### config.mk
export PLATFORM = sky130hd
export DESIGN_NAME = pio_ports
export DESIGN_NICKNAME = d
export VERILOG_FILES = /design/src/pkg/pio_pkg.sv /design/src/design/pio_pin_mux.sv /design/src/design/pio_ports.sv
export SDC_FILE = /design/constraint.sdc
export NUM_CORES = 1
export LEC_CHECK = 0
export BUFFER_PORTS_ARGS = -buffer_cell sky130_fd_sc_hd__buf_2
export CAP_MARGIN = 10
export CORE_AREA = 2 2 264 266
export CTS_CLUSTER_SIZE = 28
export DETAILED_ROUTE_END_ITERATION = 10
export DIE_AREA = 0 0 266 268
export PLACE_DENSITY = 0.6
export SETUP_SLACK_MARGIN = 0.15
export SLEW_MARGIN = 25
export SYNTH_ARGS = -nofsm -noshare
export SYNTH_HDL_FRONTEND = slang
export SYNTH_SLANG_ARGS = --single-unit
### constraint.sdc
create_clock -name mclk -period 26.9 [get_ports mclk]
set_clock_uncertainty 0.2 [all_clocks]
set_input_delay 4.035 -clock mclk [delete_from_list [all_inputs] [get_ports mclk]]
set_output_delay 4.035 -clock mclk [all_outputs]
set_load 0.1 [all_outputs]
### src/pkg/pio_pkg.sv
package pio_pkg;

	// port geometry: A..G, flat pin vector packs them from bit 0 upward
	localparam int NUM_PORTS = 7;
	localparam int NUM_PINS = 54;
	localparam int PORT_W [NUM_PORTS] = '{8, 8, 7, 8, 8, 8, 7};
	localparam int PORT_BASE [NUM_PORTS] = '{0, 8, 16, 23, 31, 39, 47};
	localparam logic [7:0] PORT_MASK [NUM_PORTS] =
		'{8'hFF, 8'hFF, 8'h7F, 8'hFF, 8'hFF, 8'hFF, 8'h7F};

	// which pins may be taken by the analog converter / digital peripherals
	localparam logic [7:0] ANA_CAP [NUM_PORTS] =
		'{8'h00, 8'hFF, 8'h00, 8'hFF, 8'h00, 8'h00, 8'h00};
	localparam logic [7:0] DIG_CAP [NUM_PORTS] =
		'{8'h00, 8'h00, 8'h7F, 8'hFF, 8'hFF, 8'hFF, 8'h7F};

	// port E sharing: bit 7..4 serial clock/out/in/select,
	// bit 3..2 timer one channel one/zero, bit 1..0 serial receive/transmit
	localparam int PE_SER_CLK = 7;
	localparam int PE_CTRL_OUT = 6;
	localparam int PE_CTRL_IN = 5;
	localparam int PE_SER_SEL = 4;
	localparam int PE_TMR_CH1 = 3;
	localparam int PE_TMR_CH0 = 2;
	localparam int PE_RX = 1;
	localparam int PE_TX = 0;

	// apb map: low page holds data/direction, high page the pin controls
	localparam int APB_AW = 12;
	localparam logic [11:0] OFF_DATA = 12'h000;
	localparam logic [11:0] OFF_DIR = 12'h004;
	localparam logic [11:0] LOW_STRIDE = 12'h008;
	localparam logic [11:0] OFF_PULL = 12'h100;
	localparam logic [11:0] OFF_SLEW = 12'h104;
	localparam logic [11:0] OFF_DRIVE = 12'h108;
	localparam logic [11:0] HIGH_STRIDE = 12'h010;

	// reset values; only the slew value is masked to the port width where used
	localparam logic [7:0] DATA_RST = 8'h00;
	localparam logic [7:0] DIR_RST = 8'h00;
	localparam logic [7:0] PULL_RST = 8'h00;
	localparam logic [7:0] SLEW_RST = 8'hFF;
	localparam logic [7:0] DRIVE_RST = 8'h00;

	typedef enum logic [2:0] {
		KIND_DATA = 3'h0,
		KIND_DIR = 3'h1,
		KIND_PULL = 3'h2,
		KIND_SLEW = 3'h3,
		KIND_DRIVE = 3'h4
	} pio_kind_t;

endpackage

### src/design/pio_pin_mux.sv
`timescale 1ns/1ns
module pio_pin_mux #(
	parameter int W = 8,
	parameter logic [7:0] ANA_MASK = 8'h00,
	parameter logic [7:0] DIG_MASK = 8'h00
) (
	// clock and reset
	input wire logic mclk,
	input wire logic rst,
	// port registers
	input wire logic [W-1:0] dir,
	input wire logic [W-1:0] data,
	// peripheral requests
	input wire logic [W-1:0] ana_claim,
	input wire logic [W-1:0] dig_claim,
	input wire logic [W-1:0] dig_oe,
	input wire logic [W-1:0] dig_out,
	// pad side
	output logic [W-1:0] pin_out,
	output logic [W-1:0] pin_oe_n,
	output logic [W-1:0] pin_analog
);
	import pio_pkg::*;

	logic [W-1:0] ana_win;
	logic [W-1:0] dig_win;
	logic [W-1:0] nxt_oe_n;
	logic [W-1:0] nxt_out;
	logic [W-1:0] out_ff;
	logic [W-1:0] oe_n_ff;
	logic [W-1:0] analog_ff;

	// analog beats digital; a pin that cannot be shared ignores requests
	assign ana_win = ana_claim & ANA_MASK[W-1:0];
	assign dig_win = dig_claim & DIG_MASK[W-1:0] & ~ana_win;

	always_comb begin
		// analog pins float: output off
		nxt_oe_n = ~(dig_win & dig_oe | ~ana_win & ~dig_win & dir);
		nxt_out = dig_win & dig_out | ~dig_win & data;
	end

	// reset leaves every pad an undriven gpio input
	always_ff @(posedge mclk or posedge rst) begin
		if (rst) begin
			oe_n_ff <= '1;
			out_ff <= '0;
			analog_ff <= '0;
		end else begin
			oe_n_ff <= nxt_oe_n;
			out_ff <= nxt_out;
			analog_ff <= ana_win;
		end
	end

	assign pin_out = out_ff;
	assign pin_oe_n = oe_n_ff;
	assign pin_analog = analog_ff;

	for (genvar i = 0; i < W; i++) begin : g_chk
		chk_analog_wins: assert property (@(posedge mclk) disable iff (rst)
			(ana_claim[i] && ANA_MASK[i]) |=> (pin_oe_n[i] && pin_analog[i]))
			else $error("analog claim did not release pad");
		chk_periph_dir: assert property (@(posedge mclk) disable iff (rst)
			(dig_claim[i] && DIG_MASK[i] && !(ana_claim[i] && ANA_MASK[i]))
			|=> (pin_oe_n[i] == !$past(dig_oe[i])))
			else $error("peripheral direction not followed");
		chk_periph_data: assert property (@(posedge mclk) disable iff (rst)
			(dig_claim[i] && DIG_MASK[i] && dig_oe[i]
			&& !(ana_claim[i] && ANA_MASK[i]))
			|=> (pin_out[i] == $past(dig_out[i])))
			else $error("peripheral output data not used");
		chk_gpio_drive: assert property (@(posedge mclk) disable iff (rst)
			(dir[i] && !(dig_claim[i] && DIG_MASK[i])
			&& !(ana_claim[i] && ANA_MASK[i]))
			|=> (!pin_oe_n[i] && pin_out[i] == $past(data[i])))
			else $error("gpio output not driven from data");
		chk_gpio_input: assert property (@(posedge mclk) disable iff (rst)
			(!dir[i] && !(dig_claim[i] && DIG_MASK[i])) |=> pin_oe_n[i])
			else $error("gpio input pad is driven");
	end

endmodule // pio_pin_mux

### src/design/pio_ports.sv
// Local design decisions: the register addresses and register access over APB.
`timescale 1ns/1ns
// Overview of operation
// - 54 pins in seven ports: five of eight, two of seven pins
// - any unclaimed pin works as a general-purpose input or output
// - after reset no peripheral holds a pin; gpio logic governs all
// - reset clears every direction bit, so every pin is an input
// - reset sets every slew-limit bit to one
// - reset clears every drive-strength bit, giving low drive
// - reset clears every pullup-enable bit
// - data and direction in the low page; pin controls in high page
// - an enabled sharing peripheral sets the pin direction, not the register
// - a peripheral driving a pin supplies its output value
// - analog converter wins a pin claimed also by a digital peripheral
// - port D shares analog, keyboard and timer clock inputs
// - port E shares serial-peripheral, timer one channels and serial pins
// - port B pins share analog inputs zero to seven in bit order
// - each drive bit selects low (0) or high (1) drive of its pin
module pio_ports (
	// clock and reset
	input wire logic mclk,
	input wire logic rst,
	// apb slave
	input wire logic psel,
	input wire logic penable,
	input wire logic pwrite,
	input wire logic [pio_pkg::APB_AW-1:0] paddr,
	input wire logic [31:0] pwdata,
	output logic [31:0] prdata,
	output logic pready,
	output logic pslverr,
	// peripheral requests, one bit per flat pin
	input wire logic [pio_pkg::NUM_PINS-1:0] ana_claim,
	input wire logic [pio_pkg::NUM_PINS-1:0] dig_claim,
	input wire logic [pio_pkg::NUM_PINS-1:0] dig_oe,
	input wire logic [pio_pkg::NUM_PINS-1:0] dig_out,
	// pads
	input wire logic [pio_pkg::NUM_PINS-1:0] pad_in,
	output logic [pio_pkg::NUM_PINS-1:0] pad_out,
	output logic [pio_pkg::NUM_PINS-1:0] pad_oe_n,
	output logic [pio_pkg::NUM_PINS-1:0] pad_analog,
	output logic [pio_pkg::NUM_PINS-1:0] pad_pullup,
	output logic [pio_pkg::NUM_PINS-1:0] pad_slew,
	output logic [pio_pkg::NUM_PINS-1:0] pad_drive
);
	import pio_pkg::*;

	logic [7:0] data_ff [NUM_PORTS];
	logic [7:0] dir_ff [NUM_PORTS];
	logic [7:0] pull_ff [NUM_PORTS];
	logic [7:0] slew_ff [NUM_PORTS];
	logic [7:0] drive_ff [NUM_PORTS];
	logic [7:0] pin_lvl [NUM_PORTS];
	logic [7:0] claimed [NUM_PORTS];
	logic [31:0] prdata_ff;
	logic [31:0] nxt_prdata;
	logic pslverr_ff;
	logic first_ff;
	logic [6:0] dec_word;
	logic dec_hit;
	pio_kind_t dec_kind;
	logic [2:0] dec_port;
	logic setup_ph;
	logic wr_acc;
	logic [7:0] wr_byte;

	// every register sits at base + port * stride; one word each
	function automatic logic [6:0] pio_decode(input logic [11:0] a);
		logic hit;
		logic [2:0] kind;
		logic [2:0] port;
		logic [11:0] lo;
		logic [11:0] hi;
		hit = 1'b0;
		kind = KIND_DATA;
		port = 3'h0;
		for (int p = 0; p < NUM_PORTS; p++) begin
			lo = 12'(p) * LOW_STRIDE;
			hi = 12'(p) * HIGH_STRIDE;
			if (a == OFF_DATA + lo) begin
				hit = 1'b1; kind = KIND_DATA; port = 3'(p);
			end
			if (a == OFF_DIR + lo) begin
				hit = 1'b1; kind = KIND_DIR; port = 3'(p);
			end
			if (a == OFF_PULL + hi) begin
				hit = 1'b1; kind = KIND_PULL; port = 3'(p);
			end
			if (a == OFF_SLEW + hi) begin
				hit = 1'b1; kind = KIND_SLEW; port = 3'(p);
			end
			if (a == OFF_DRIVE + hi) begin
				hit = 1'b1; kind = KIND_DRIVE; port = 3'(p);
			end
		end
		return {hit, kind, port};
	endfunction

	assign dec_word = pio_decode(paddr);
	assign dec_hit = dec_word[6];
	// enum needs an explicit cast from the packed decode word
	assign dec_kind = pio_kind_t'(dec_word[5:3]);
	assign dec_port = dec_word[2:0];
	assign setup_ph = psel && !penable;
	assign wr_acc = psel && penable && pwrite && dec_hit;
	assign wr_byte = pwdata[7:0] & PORT_MASK[dec_port];

	// zero-wait slave: access phase always completes in one cycle
	assign pready = 1'b1;

	// port register file
	always_ff @(posedge mclk or posedge rst) begin
		if (rst) begin
			for (int p = 0; p < NUM_PORTS; p++) begin
				data_ff[p] <= DATA_RST;
				dir_ff[p] <= DIR_RST;
				pull_ff[p] <= PULL_RST;
				slew_ff[p] <= SLEW_RST & PORT_MASK[p];
				drive_ff[p] <= DRIVE_RST;
			end
		end else if (wr_acc) begin
			unique case (dec_kind)
				KIND_DATA: data_ff[dec_port] <= wr_byte;
				KIND_DIR: dir_ff[dec_port] <= wr_byte;
				KIND_PULL: pull_ff[dec_port] <= wr_byte;
				KIND_SLEW: slew_ff[dec_port] <= wr_byte;
				KIND_DRIVE: drive_ff[dec_port] <= wr_byte;
				default: ;
			endcase
		end
	end

	// read value; an input or claimed pin reports its level, not the latch
	always_comb begin
		nxt_prdata = 32'h0000_0000;
		unique case (dec_kind)
			KIND_DATA: nxt_prdata[7:0] =
				(dir_ff[dec_port] & ~claimed[dec_port] & data_ff[dec_port])
				| (~(dir_ff[dec_port] & ~claimed[dec_port])
				& pin_lvl[dec_port]);
			KIND_DIR: nxt_prdata[7:0] = dir_ff[dec_port];
			KIND_PULL: nxt_prdata[7:0] = pull_ff[dec_port];
			KIND_SLEW: nxt_prdata[7:0] = slew_ff[dec_port];
			KIND_DRIVE: nxt_prdata[7:0] = drive_ff[dec_port];
			default: nxt_prdata = 32'h0000_0000;
		endcase
		if (!dec_hit) begin
			nxt_prdata = 32'h0000_0000;
		end
	end

	// read data and error are captured in setup so they stand all access
	always_ff @(posedge mclk or posedge rst) begin
		if (rst) begin
			prdata_ff <= 32'h0000_0000;
			pslverr_ff <= 1'b0;
		end else if (setup_ph) begin
			prdata_ff <= pwrite ? 32'h0000_0000 : nxt_prdata;
			pslverr_ff <= !dec_hit;
		end
	end

	assign prdata = prdata_ff;
	assign pslverr = pslverr_ff;

	// marks the first cycle after reset release, for checking only
	always_ff @(posedge mclk or posedge rst) begin
		if (rst) begin
			first_ff <= 1'b0;
		end else begin
			first_ff <= 1'b1;
		end
	end

	// per-port pad wiring; pin controls bypass the mux so they always apply
	for (genvar p = 0; p < NUM_PORTS; p++) begin : g_port
		localparam int B = PORT_BASE[p];
		localparam int W = PORT_W[p];

		always_comb begin
			pin_lvl[p] = 8'h00;
			claimed[p] = 8'h00;
			pin_lvl[p][W-1:0] = pad_in[B +: W];
			claimed[p][W-1:0] = (ana_claim[B +: W] & ANA_CAP[p][W-1:0])
				| (dig_claim[B +: W] & DIG_CAP[p][W-1:0]);
		end

		assign pad_pullup[B +: W] = pull_ff[p][W-1:0];
		assign pad_slew[B +: W] = slew_ff[p][W-1:0];
		assign pad_drive[B +: W] = drive_ff[p][W-1:0];

		// port B analog 0..7, D analog/keyboard/timer clk, E serial/timer
		pio_pin_mux #(
			.W(W),
			.ANA_MASK(ANA_CAP[p]),
			.DIG_MASK(DIG_CAP[p])
		) u_mux (
			.mclk(mclk),
			.rst(rst),
			.dir(dir_ff[p][W-1:0]),
			.data(data_ff[p][W-1:0]),
			.ana_claim(ana_claim[B +: W]),
			.dig_claim(dig_claim[B +: W]),
			.dig_oe(dig_oe[B +: W]),
			.dig_out(dig_out[B +: W]),
			.pin_out(pad_out[B +: W]),
			.pin_oe_n(pad_oe_n[B +: W]),
			.pin_analog(pad_analog[B +: W])
		);

		chk_dir_write: assert property (@(posedge mclk) disable iff (rst)
			(wr_acc && dec_kind == KIND_DIR && dec_port == 3'(p))
			|=> (dir_ff[p] == ($past(pwdata[7:0]) & PORT_MASK[p])))
			else $error("direction write not stored");
		chk_drive_pin: assert property (@(posedge mclk) disable iff (rst)
			(wr_acc && dec_kind == KIND_DRIVE && dec_port == 3'(p))
			|=> (pad_drive[B +: W] == $past(pwdata[W-1:0])))
			else $error("drive write did not reach pads");
		chk_reset_dir: assert property (@(posedge mclk) disable iff (rst)
			!first_ff |-> (dir_ff[p] == 8'h00 && pad_oe_n[B +: W] == '1))
			else $error("pins not inputs after reset");
		chk_reset_slew: assert property (@(posedge mclk) disable iff (rst)
			!first_ff |-> (pad_slew[B +: W] == '1))
			else $error("slew limit not set after reset");
		chk_reset_drive: assert property (@(posedge mclk) disable iff (rst)
			!first_ff |-> (pad_drive[B +: W] == '0))
			else $error("drive not low after reset");
		chk_reset_pull: assert property (@(posedge mclk) disable iff (rst)
			!first_ff |-> (pad_pullup[B +: W] == '0))
			else $error("pullup enabled after reset");
		chk_read_pin: assert property (@(posedge mclk) disable iff (rst)
			(setup_ph && !pwrite && dec_hit && dec_kind == KIND_DATA
			&& dec_port == 3'(p) && dir_ff[p] == 8'h00)
			|=> (prdata[W-1:0] == $past(pad_in[B +: W])))
			else $error("input data read not pin level");

		// register effects, read paths and analog reset state, one port at a time
		chk_data_write: assert property (@(posedge mclk) disable iff (rst)
			(wr_acc && dec_kind == KIND_DATA && dec_port == 3'(p))
			|=> (data_ff[p] == ($past(pwdata[7:0]) & PORT_MASK[p])))
			else $error("data write not stored");
		chk_pull_pin: assert property (@(posedge mclk) disable iff (rst)
			(wr_acc && dec_kind == KIND_PULL && dec_port == 3'(p))
			|=> (pad_pullup[B +: W] == $past(pwdata[W-1:0])))
			else $error("pullup write did not reach pads");
		chk_slew_pin: assert property (@(posedge mclk) disable iff (rst)
			(wr_acc && dec_kind == KIND_SLEW && dec_port == 3'(p))
			|=> (pad_slew[B +: W] == $past(pwdata[W-1:0])))
			else $error("slew write did not reach pads");
		chk_reset_analog: assert property (@(posedge mclk) disable iff (rst)
			!first_ff |-> (pad_analog[B +: W] == '0))
			else $error("analog mode active after reset");
		chk_read_latch: assert property (@(posedge mclk) disable iff (rst)
			(setup_ph && !pwrite && dec_kind == KIND_DATA && dec_hit
			&& dec_port == 3'(p) && dir_ff[p] == PORT_MASK[p]
			&& claimed[p] == 8'h00)
			|=> (prdata[7:0] == $past(data_ff[p])))
			else $error("output data read not latch value");
		chk_read_claimed: assert property (@(posedge mclk) disable iff (rst)
			(setup_ph && !pwrite && dec_kind == KIND_DATA && dec_hit
			&& dec_port == 3'(p) && claimed[p] == PORT_MASK[p])
			|=> (prdata[W-1:0] == $past(pad_in[B +: W])))
			else $error("claimed pin read not pin level");
		chk_read_dir: assert property (@(posedge mclk) disable iff (rst)
			(setup_ph && !pwrite && dec_kind == KIND_DIR && dec_hit
			&& dec_port == 3'(p))
			|=> (prdata == {24'h000000, $past(dir_ff[p])}))
			else $error("direction read wrong");
		chk_read_pull: assert property (@(posedge mclk) disable iff (rst)
			(setup_ph && !pwrite && dec_kind == KIND_PULL && dec_hit
			&& dec_port == 3'(p))
			|=> (prdata == {24'h000000, $past(pull_ff[p])}))
			else $error("pullup read wrong");
		chk_read_slew: assert property (@(posedge mclk) disable iff (rst)
			(setup_ph && !pwrite && dec_kind == KIND_SLEW && dec_hit
			&& dec_port == 3'(p))
			|=> (prdata == {24'h000000, $past(slew_ff[p])}))
			else $error("slew read wrong");
		chk_read_drive: assert property (@(posedge mclk) disable iff (rst)
			(setup_ph && !pwrite && dec_kind == KIND_DRIVE && dec_hit
			&& dec_port == 3'(p))
			|=> (prdata == {24'h000000, $past(drive_ff[p])}))
			else $error("drive read wrong");
		// a refused write must leave the data and direction registers alone
		chk_bad_write: assert property (@(posedge mclk) disable iff (rst)
			(psel && penable && pwrite && !dec_hit)
			|=> (data_ff[p] == $past(data_ff[p])
			&& dir_ff[p] == $past(dir_ff[p])))
			else $error("unmapped write changed a register");
	end

	chk_unmapped_err: assert property (@(posedge mclk) disable iff (rst)
		(setup_ph && !dec_hit) |=> (pslverr && prdata == 32'h0000_0000))
		else $error("unmapped access not flagged");

	chk_hit_no_err: assert property (@(posedge mclk) disable iff (rst)
		(setup_ph && dec_hit) |=> !pslverr)
		else $error("mapped access flagged as error");

	chk_write_no_data: assert property (@(posedge mclk) disable iff (rst)
		(setup_ph && pwrite) |=> (prdata == 32'h0000_0000))
		else $error("write access returned read data");

endmodule // pio_ports

==> impl_metrics.yaml, run 1 <==
drt:
  post_drt_wl_per_cell_um: 28.4
  vias: 15800
  firstDrtPassIters: 7
  drc_errors: 0
  antenna_left: 0
  viasPerCell: 5.24
  drtIter0Drc: 1354
  routed_wirelength_um: 85800
worst_setup_path:
  cp_cell_sequence: "buf_2, nor4b_2, mux2i_1, o211ai_1, buf_4, nor3_1, nand2_2, buf_4, a21oi_1, a211oi_1, o21ai_0, o41ai_1, o21ai_0"
  crit_required_ps: 27150
  path_buf_inv: 3
  critPathKind: "in2reg"
  crit_path_max_fanout: 27
  cp.arrival_ps: 8640
  critPathTopFamily: "compound AO/OA/AOI/OAI gates"
  start_kind: "input pin"
  worstSetupEndpointType: "register"
  crit_slowest_cell: "a211oi_1"
  cpPeakStageDelay_ps: 710
clocking:
  postCtsHoldBufs: 0
  cts_root_buf: "clkbuf_16"
  cts_tree: "built"
  clock-sinks: 413
  htreeDepth: 2
  clock_latency_ps: 590
  cts_resized: 0
  clk_pin_slew_worst_paths_ps: 60
  clk_path_buf_depth: 3
  cts_setup_buffers: 0
  cts_buffers: 48
flow_run:
  cap_violations: 0
synth:
  syn_inst: 1761
  synth_area_um2: 20300
  ys_warn_count: 0
  async_flop_share: 1.00
  ys_seq_area_frac: 0.515
  syn_area_per_cell_um2: 11.6
  post-synth-top-area-fraction: 0.375
  synth_seq_cells: 413
  synth.area.top_cells: "dfrtp_1, mux2_2, dfstp_2, buf_4, nand2_1"
  synth.most_common_cell: "dfrtp_1"
  yosys-top-cells-count: "dfrtp_1, mux2_2, buf_4"
  synth_ff_type: "dfrtp_1"
  synth_edf_count: 0
  yosys.area.top_type: "dfrtp_1"
  synth.distinct_cells: 73
finish:
  final_util: 0.355
  area_growth_pct: 19.0
  final_cell_area_um2: 24200
  nets: 2412
  layout-drive-gt1-share: 0.503
  layout.cells.non_filler: 3017
floorplanning:
  pin_count: 677
  fp.dieH_um: 268
  dieArea_um2: 71300
  rows: 96
  core_um2: 68200
  die_w_um: 266
  start_util: 0.298
timing:
  final_max_slew_viol_count: 0
  hold_viol_final: 0
  tightest_slew_ps: 1010
  post-route-period-util: 0.312
  setup_ws_ps: 18510
  setup_violations: 0
  period_minus_slack_ps: 8390
  timing.hold.ws_ps: 188
  rsz0062_at_grt: "false"
  fmax_mhz: 119
  relSlewSlack: 0.327
  setup_tns_ps: 0
power_and_ir_drop:
  p_leak_nw: 11.8
  power.total_mw: 1.52
  irDropWorstVdd_mv: 0.0405
  powerDensity_nw_per_um2: 62.8
placed_design:
  postPlaceCellArea_um2: 22400
  dp_hpwl_um: 61700
  gp_congestion: 0.853
  dp_cells: 2924
  dp_slack_ps: 17840
  portBuffers: 503
worst_hold_path:
  hp-class: "reg2reg"
global_route:
  grt_pass1_vias: 16000
  overflow: 0
  grt_max_degree: 169
  grt_pass1_wl_um: 118000
  grtUsageTotal: 0.232
  antenna_found_initial: 8
status:
  outcome: "finished clean"
## power by group
| part | switching [mW] | internal (mW) |
|---|---|---|
| sequential | 0.00247 | 0.632 |
| combinational | 0.143 | 0.0275 |
| clock | 0.280 | 0.436 |
## cells in the final DEF, fill, tap and decap left out, types with 9 or more instances in the layout
cell type,instances
or4_1,12
nor2b_1,9
a222oi_1,10
a211oi_1,31
nor2_1,50
or2_2,15
o21ai_0,51
o22a_1,15
o211ai_1,15
nand4_1,9
buf_2,503
mux2i_1,46
inv_1,15
a21oi_1,70
o221ai_1,23
buf_4,27
nand2_2,9
nor3_1,10
mux2_2,287
clkbuf_1,10
nand2_1,152
conb_1,63
a22oi_1,12
nand3_1,29
nand2b_1,21
clkbuf_8,12
clkbuf_16,49
o22ai_1,18
dfstp_2,108
and2_1,10
dfrtp_1,305
## final cells by class
type                    count  area (µm²)
clock buffers              71        1430
fillers                  6855       44000
well taps                 882        1100
diodes                      2        5.00
flip-flops and latches    413       10500
inverters                  16        67.6
repair buffers            532        2770
multi-input cells        1082        8070
clock inverters            19         295
## path summary, 6_finish.rpt
check	start	end	slack, ps	cells past startpoint
worst min register to register	dir_ff[54]$_DFFE_PP0P_	g_port[0].u_mux.pin_oe_n[6]$_DFF_PP1_	190	1
worst max register to register	dir_ff[16]$_DFFE_PP0P_	prdata[0]$_DFFE_PP0P_	24050	8
min in group asynchronous	rst	g_port[1].u_mux.pin_analog[2]$_DFF_PP0_	3350	2
worst min-delay path	dir_ff[54]$_DFFE_PP0P_	g_port[0].u_mux.pin_oe_n[6]$_DFF_PP1_	190	1
worst max-delay path	paddr[4]	prdata[3]$_DFFE_PP0P_	18510	13
max in group asynchronous	rst	g_port[3].u_mux.pin_out[4]$_DFF_PP0_	20810	4
## routing by layer
metal | vias up | GRT usage | wire length [µm]
li1 | 6746 | - | -
met1 | 8120 | 0.279 | 33400
met2 | 797 | 0.405 | 42600
met3 | 134 | 0.0596 | 6950
met4 | 2 | 0.0771 | 2810
met5 | - | 0 | 9
## registers in the layout, summed over array words and instances (netlist names)
name	count
g_port.u_mux.pin_oe_n	54
prdata	8
g_port.u_mux.pin_analog	16
pslverr	1
pad_pullup	54
data_ff	56
pad_drive	54
pull_ff	2
drive_ff	2
pad_slew	54
dir_ff	56
g_port.u_mux.pin_out	54
slew_ff	2
## worst reg2reg max path: cells and delay by family (launching register included)
kind	cells	cell delay, ps
AOI/OAI and AO/OA	5	1300
DFF	1	430
muxes	1	360
and+or+nand+nor	2	430
## cells by family (layout without fill, tap and decap cells)
group,Yosys count,count (layout),share of synthesized area
AO/OA/AOI/OAI,312,312,0.107
buffers and inverters,327,638,0.104
flip-flops,413,413,0.515
multiplexers,333,333,0.181
other,2,65,0.000369
AND/OR/NAND/NOR,374,374,0.0927
Power figures use the tool's default switching activity.
==> inputs of run 2 (changes only) <==
- clock period: 26.9 -> 8.6 ns (I/O delays scaled with it)
==> run 2 against run 1 <==
  * Critical path depth down 1
  * First-iteration DRC count shrank 2.0%
  * Sequential share of layout area increased by 0.16 points
  * Total power grew to 3.0 times the previous value
  * Combinational power rose to 3.1 times the previous value
  * Hold slack got worse by 7.2 ps
  * Sequential power increased to 3.1 times the previous value
  * Routed wire length shrank 1.6%
  * Critical path type unchanged
  * Critical endpoint is now prdata[1]$_DFFE_PP0P_
  * Largest power group unchanged
  * Highest routed layer is now met4
==> impl_metrics.yaml, run 2 (synthesis results as in run 1) <==
status:
  outcome: "finished clean"
drt:
  post_drt_wl_per_cell_um: 28.0
  drc_errors: 0
  firstDrtPassIters: 6
  antenna_left: 0
  routed_wirelength_um: 84400
  vias: 15800
  viasPerCell: 5.24
  drtIter0Drc: 1327
timing:
  relSlewSlack: 0.246
  tightest_slew_ps: 1130
  setup_tns_ps: 0
  setup_violations: 0
  final_max_slew_viol_count: 0
  hold_viol_final: 0
  period_minus_slack_ps: 5500
  fmax_mhz: 182
  rsz0062_at_grt: "false"
  post-route-period-util: 0.639
  timing.hold.ws_ps: 181
global_route:
  antenna_found_initial: 4
  overflow: 0
  grt_max_degree: 167
  grt_pass1_vias: 16200
  grtUsageTotal: 0.229
  grt_pass1_wl_um: 118000
finish:
  layout_commonest_cell: "buf_2"
  layout.cells.non_filler: 3019
  nets: 2417
  multi_input_area_um2: 8070
  area_growth_pct: 18.5
  final_cell_mix: "buf_2, dfrtp_1, mux2_2"
  final_cell_area_um2: 24100
  layout-drive-gt1-share: 0.503
  seq_area_um2: 10500
  biggestRegsByFlops: "data_ff x56, dir_ff x56"
  fillers: 6866
worst_setup_path:
  critPathKind: "in2reg"
  crit_top_cell: "buf_4"
  cp.depth: 12
  crit_path_max_fanout: 42
  crit_slowest_cell: "nor4b_2"
  path_buf_inv: 4
  critPathTopFamily: "simple AND/OR/NAND/NOR gates"
  cp.arrival_ps: 5790
  crit_required_ps: 8890
  start_kind: "input pin"
  worstSetupEndpointType: "register"
  cp_cell_sequence: "buf_2, nor4b_2, mux2i_1, o211ai_1, buf_4, nor3_4, buf_4, nand3_2, buf_4, o21ai_0, or4_1, a32oi_1"
  reg2regPathDepth: 7
  cpPeakStageDelay_ps: 760
placed_design:
  postPlaceCellArea_um2: 22500
  portBuffers: 503
  gp_congestion: 0.854
  dp_cells: 2928
  dp_hpwl_um: 61500
floorplanning:
  fp.dieH_um: 268
  start_util: 0.298
  core_um2: 68200
  dieArea_um2: 71300
  pin_count: 677
  die_w_um: 266
  rows: 96
clocking:
  cts_resized: 0
  clk_pin_slew_worst_paths_ps: 60
  clock-sinks: 413
  cts_tree: "built"
  postCtsHoldBufs: 0
  cts_buffers: 49
  cts_root_buf: "clkbuf_16"
  cts_setup_buffers: 0
  htreeDepth: 2
  clk_path_buf_depth: 3
  clock_latency_ps: 600
power_and_ir_drop:
  irDropWorstVdd_mv: 0.122
  p_leak_nw: 11.8
  combPwrFrac: 0.116
  swShare: 0.292
  clockPowerShare: 0.453
  p_sw_mw: 1.34
  seq_power_share: 0.431
  power.total_mw: 4.61
  p_int_mw: 3.26
  powerDensity_nw_per_um2: 191
worst_hold_path:
  hp-class: "reg2reg"
  hold_depth: 0
flow_run:
  cap_violations: 0
[run 2: changes by cell type in the layout (fill, tap and decap cells not counted), moves of 2 or more]
cell,delta
clkbuf_8,-6
bufinv_16,-4
clkinv_8,+2
a211oi_1,+2
clkinv_2,+6
buf_4,+3
clkinvlp_4,+2
a211oi_2,-2
clkbuf_1,-2
clkinv_4,+3
[run 2: through the flow]
| step | utilization | worst slack, ps |
|---|---|---|
| after floorplan | - | 1630 |
| after global placement | 0.329 | 2490 |
| after detailed placement | 0.329 | 2480 |
| after CTS | 0.353 | 3070 |
| after global routing | 0.353 | 3010 |
| final | 0.353 | 3100 |
[run 2: final timing paths]
path	from	end	slack, ps
min in group asynchronous	rst	data_ff[2]$_DFFE_PP0P_	670
max in group asynchronous	rst	pad_drive[27]$_DFFE_PP0P_	6040
max	paddr[4]	prdata[1]$_DFFE_PP0P_	3100
min	data_ff[51]$_DFFE_PP0P_	g_port[0].u_mux.pin_out[3]$_DFF_PP0_	180
max reg2reg	dir_ff[18]$_DFFE_PP0P_	prdata[2]$_DFFE_PP0P_	5810
min reg2reg	data_ff[51]$_DFFE_PP0P_	g_port[0].u_mux.pin_out[3]$_DFF_PP0_	180
[run 2: power by group through the flow]
stage | logic (mW) | registers (mW) | clock network [mW]
global route | 0.556 | 1.98 | 2.22
CTS | 0.534 | 1.98 | 2.13
detailed placement | 0.533 | 2.02 | 0
global placement | 0.529 | 2.02 | 0
floorplan | 0.235 | 2.19 | 0
finish | 0.534 | 1.98 | 2.09
[run 2: routing by layer]
| metal | GRT usage | vias up | wire [µm] | share of wire |
|---|---|---|---|---|
| met3 | 0.0603 | 144 | 6830 | 0.081 |
| met2 | 0.396 | 808 | 41800 | 0.50 |
| li1 | - | 6734 | - | - |
| met1 | 0.279 | 8145 | 33000 | 0.39 |
| met4 | 0.0742 | 0 | 2710 | 0.032 |
| met5 | 0 | - | 0 | 0 |
[run 2: worst register-to-register path, cell delays in order (launching register included)]
cell and delay, ps:
dfrtp_1 420, a222oi_1 390, nand3_1 120, a21oi_1 600, nand4bb_1 330, a21oi_1 190, o41ai_1 320, nand2_1 90
[run 2: layout make-up]
type,instances,area share
Sequential cell,413,0.434
Multi-Input combinational cell,1082,0.334
Inverter,16,0.00265
Clock buffer,63,0.0555
Clock inverter,26,0.0109
Tap cell,882,0.0458
Timing Repair Buffer,536,0.117
Antenna cell,1,0.000104
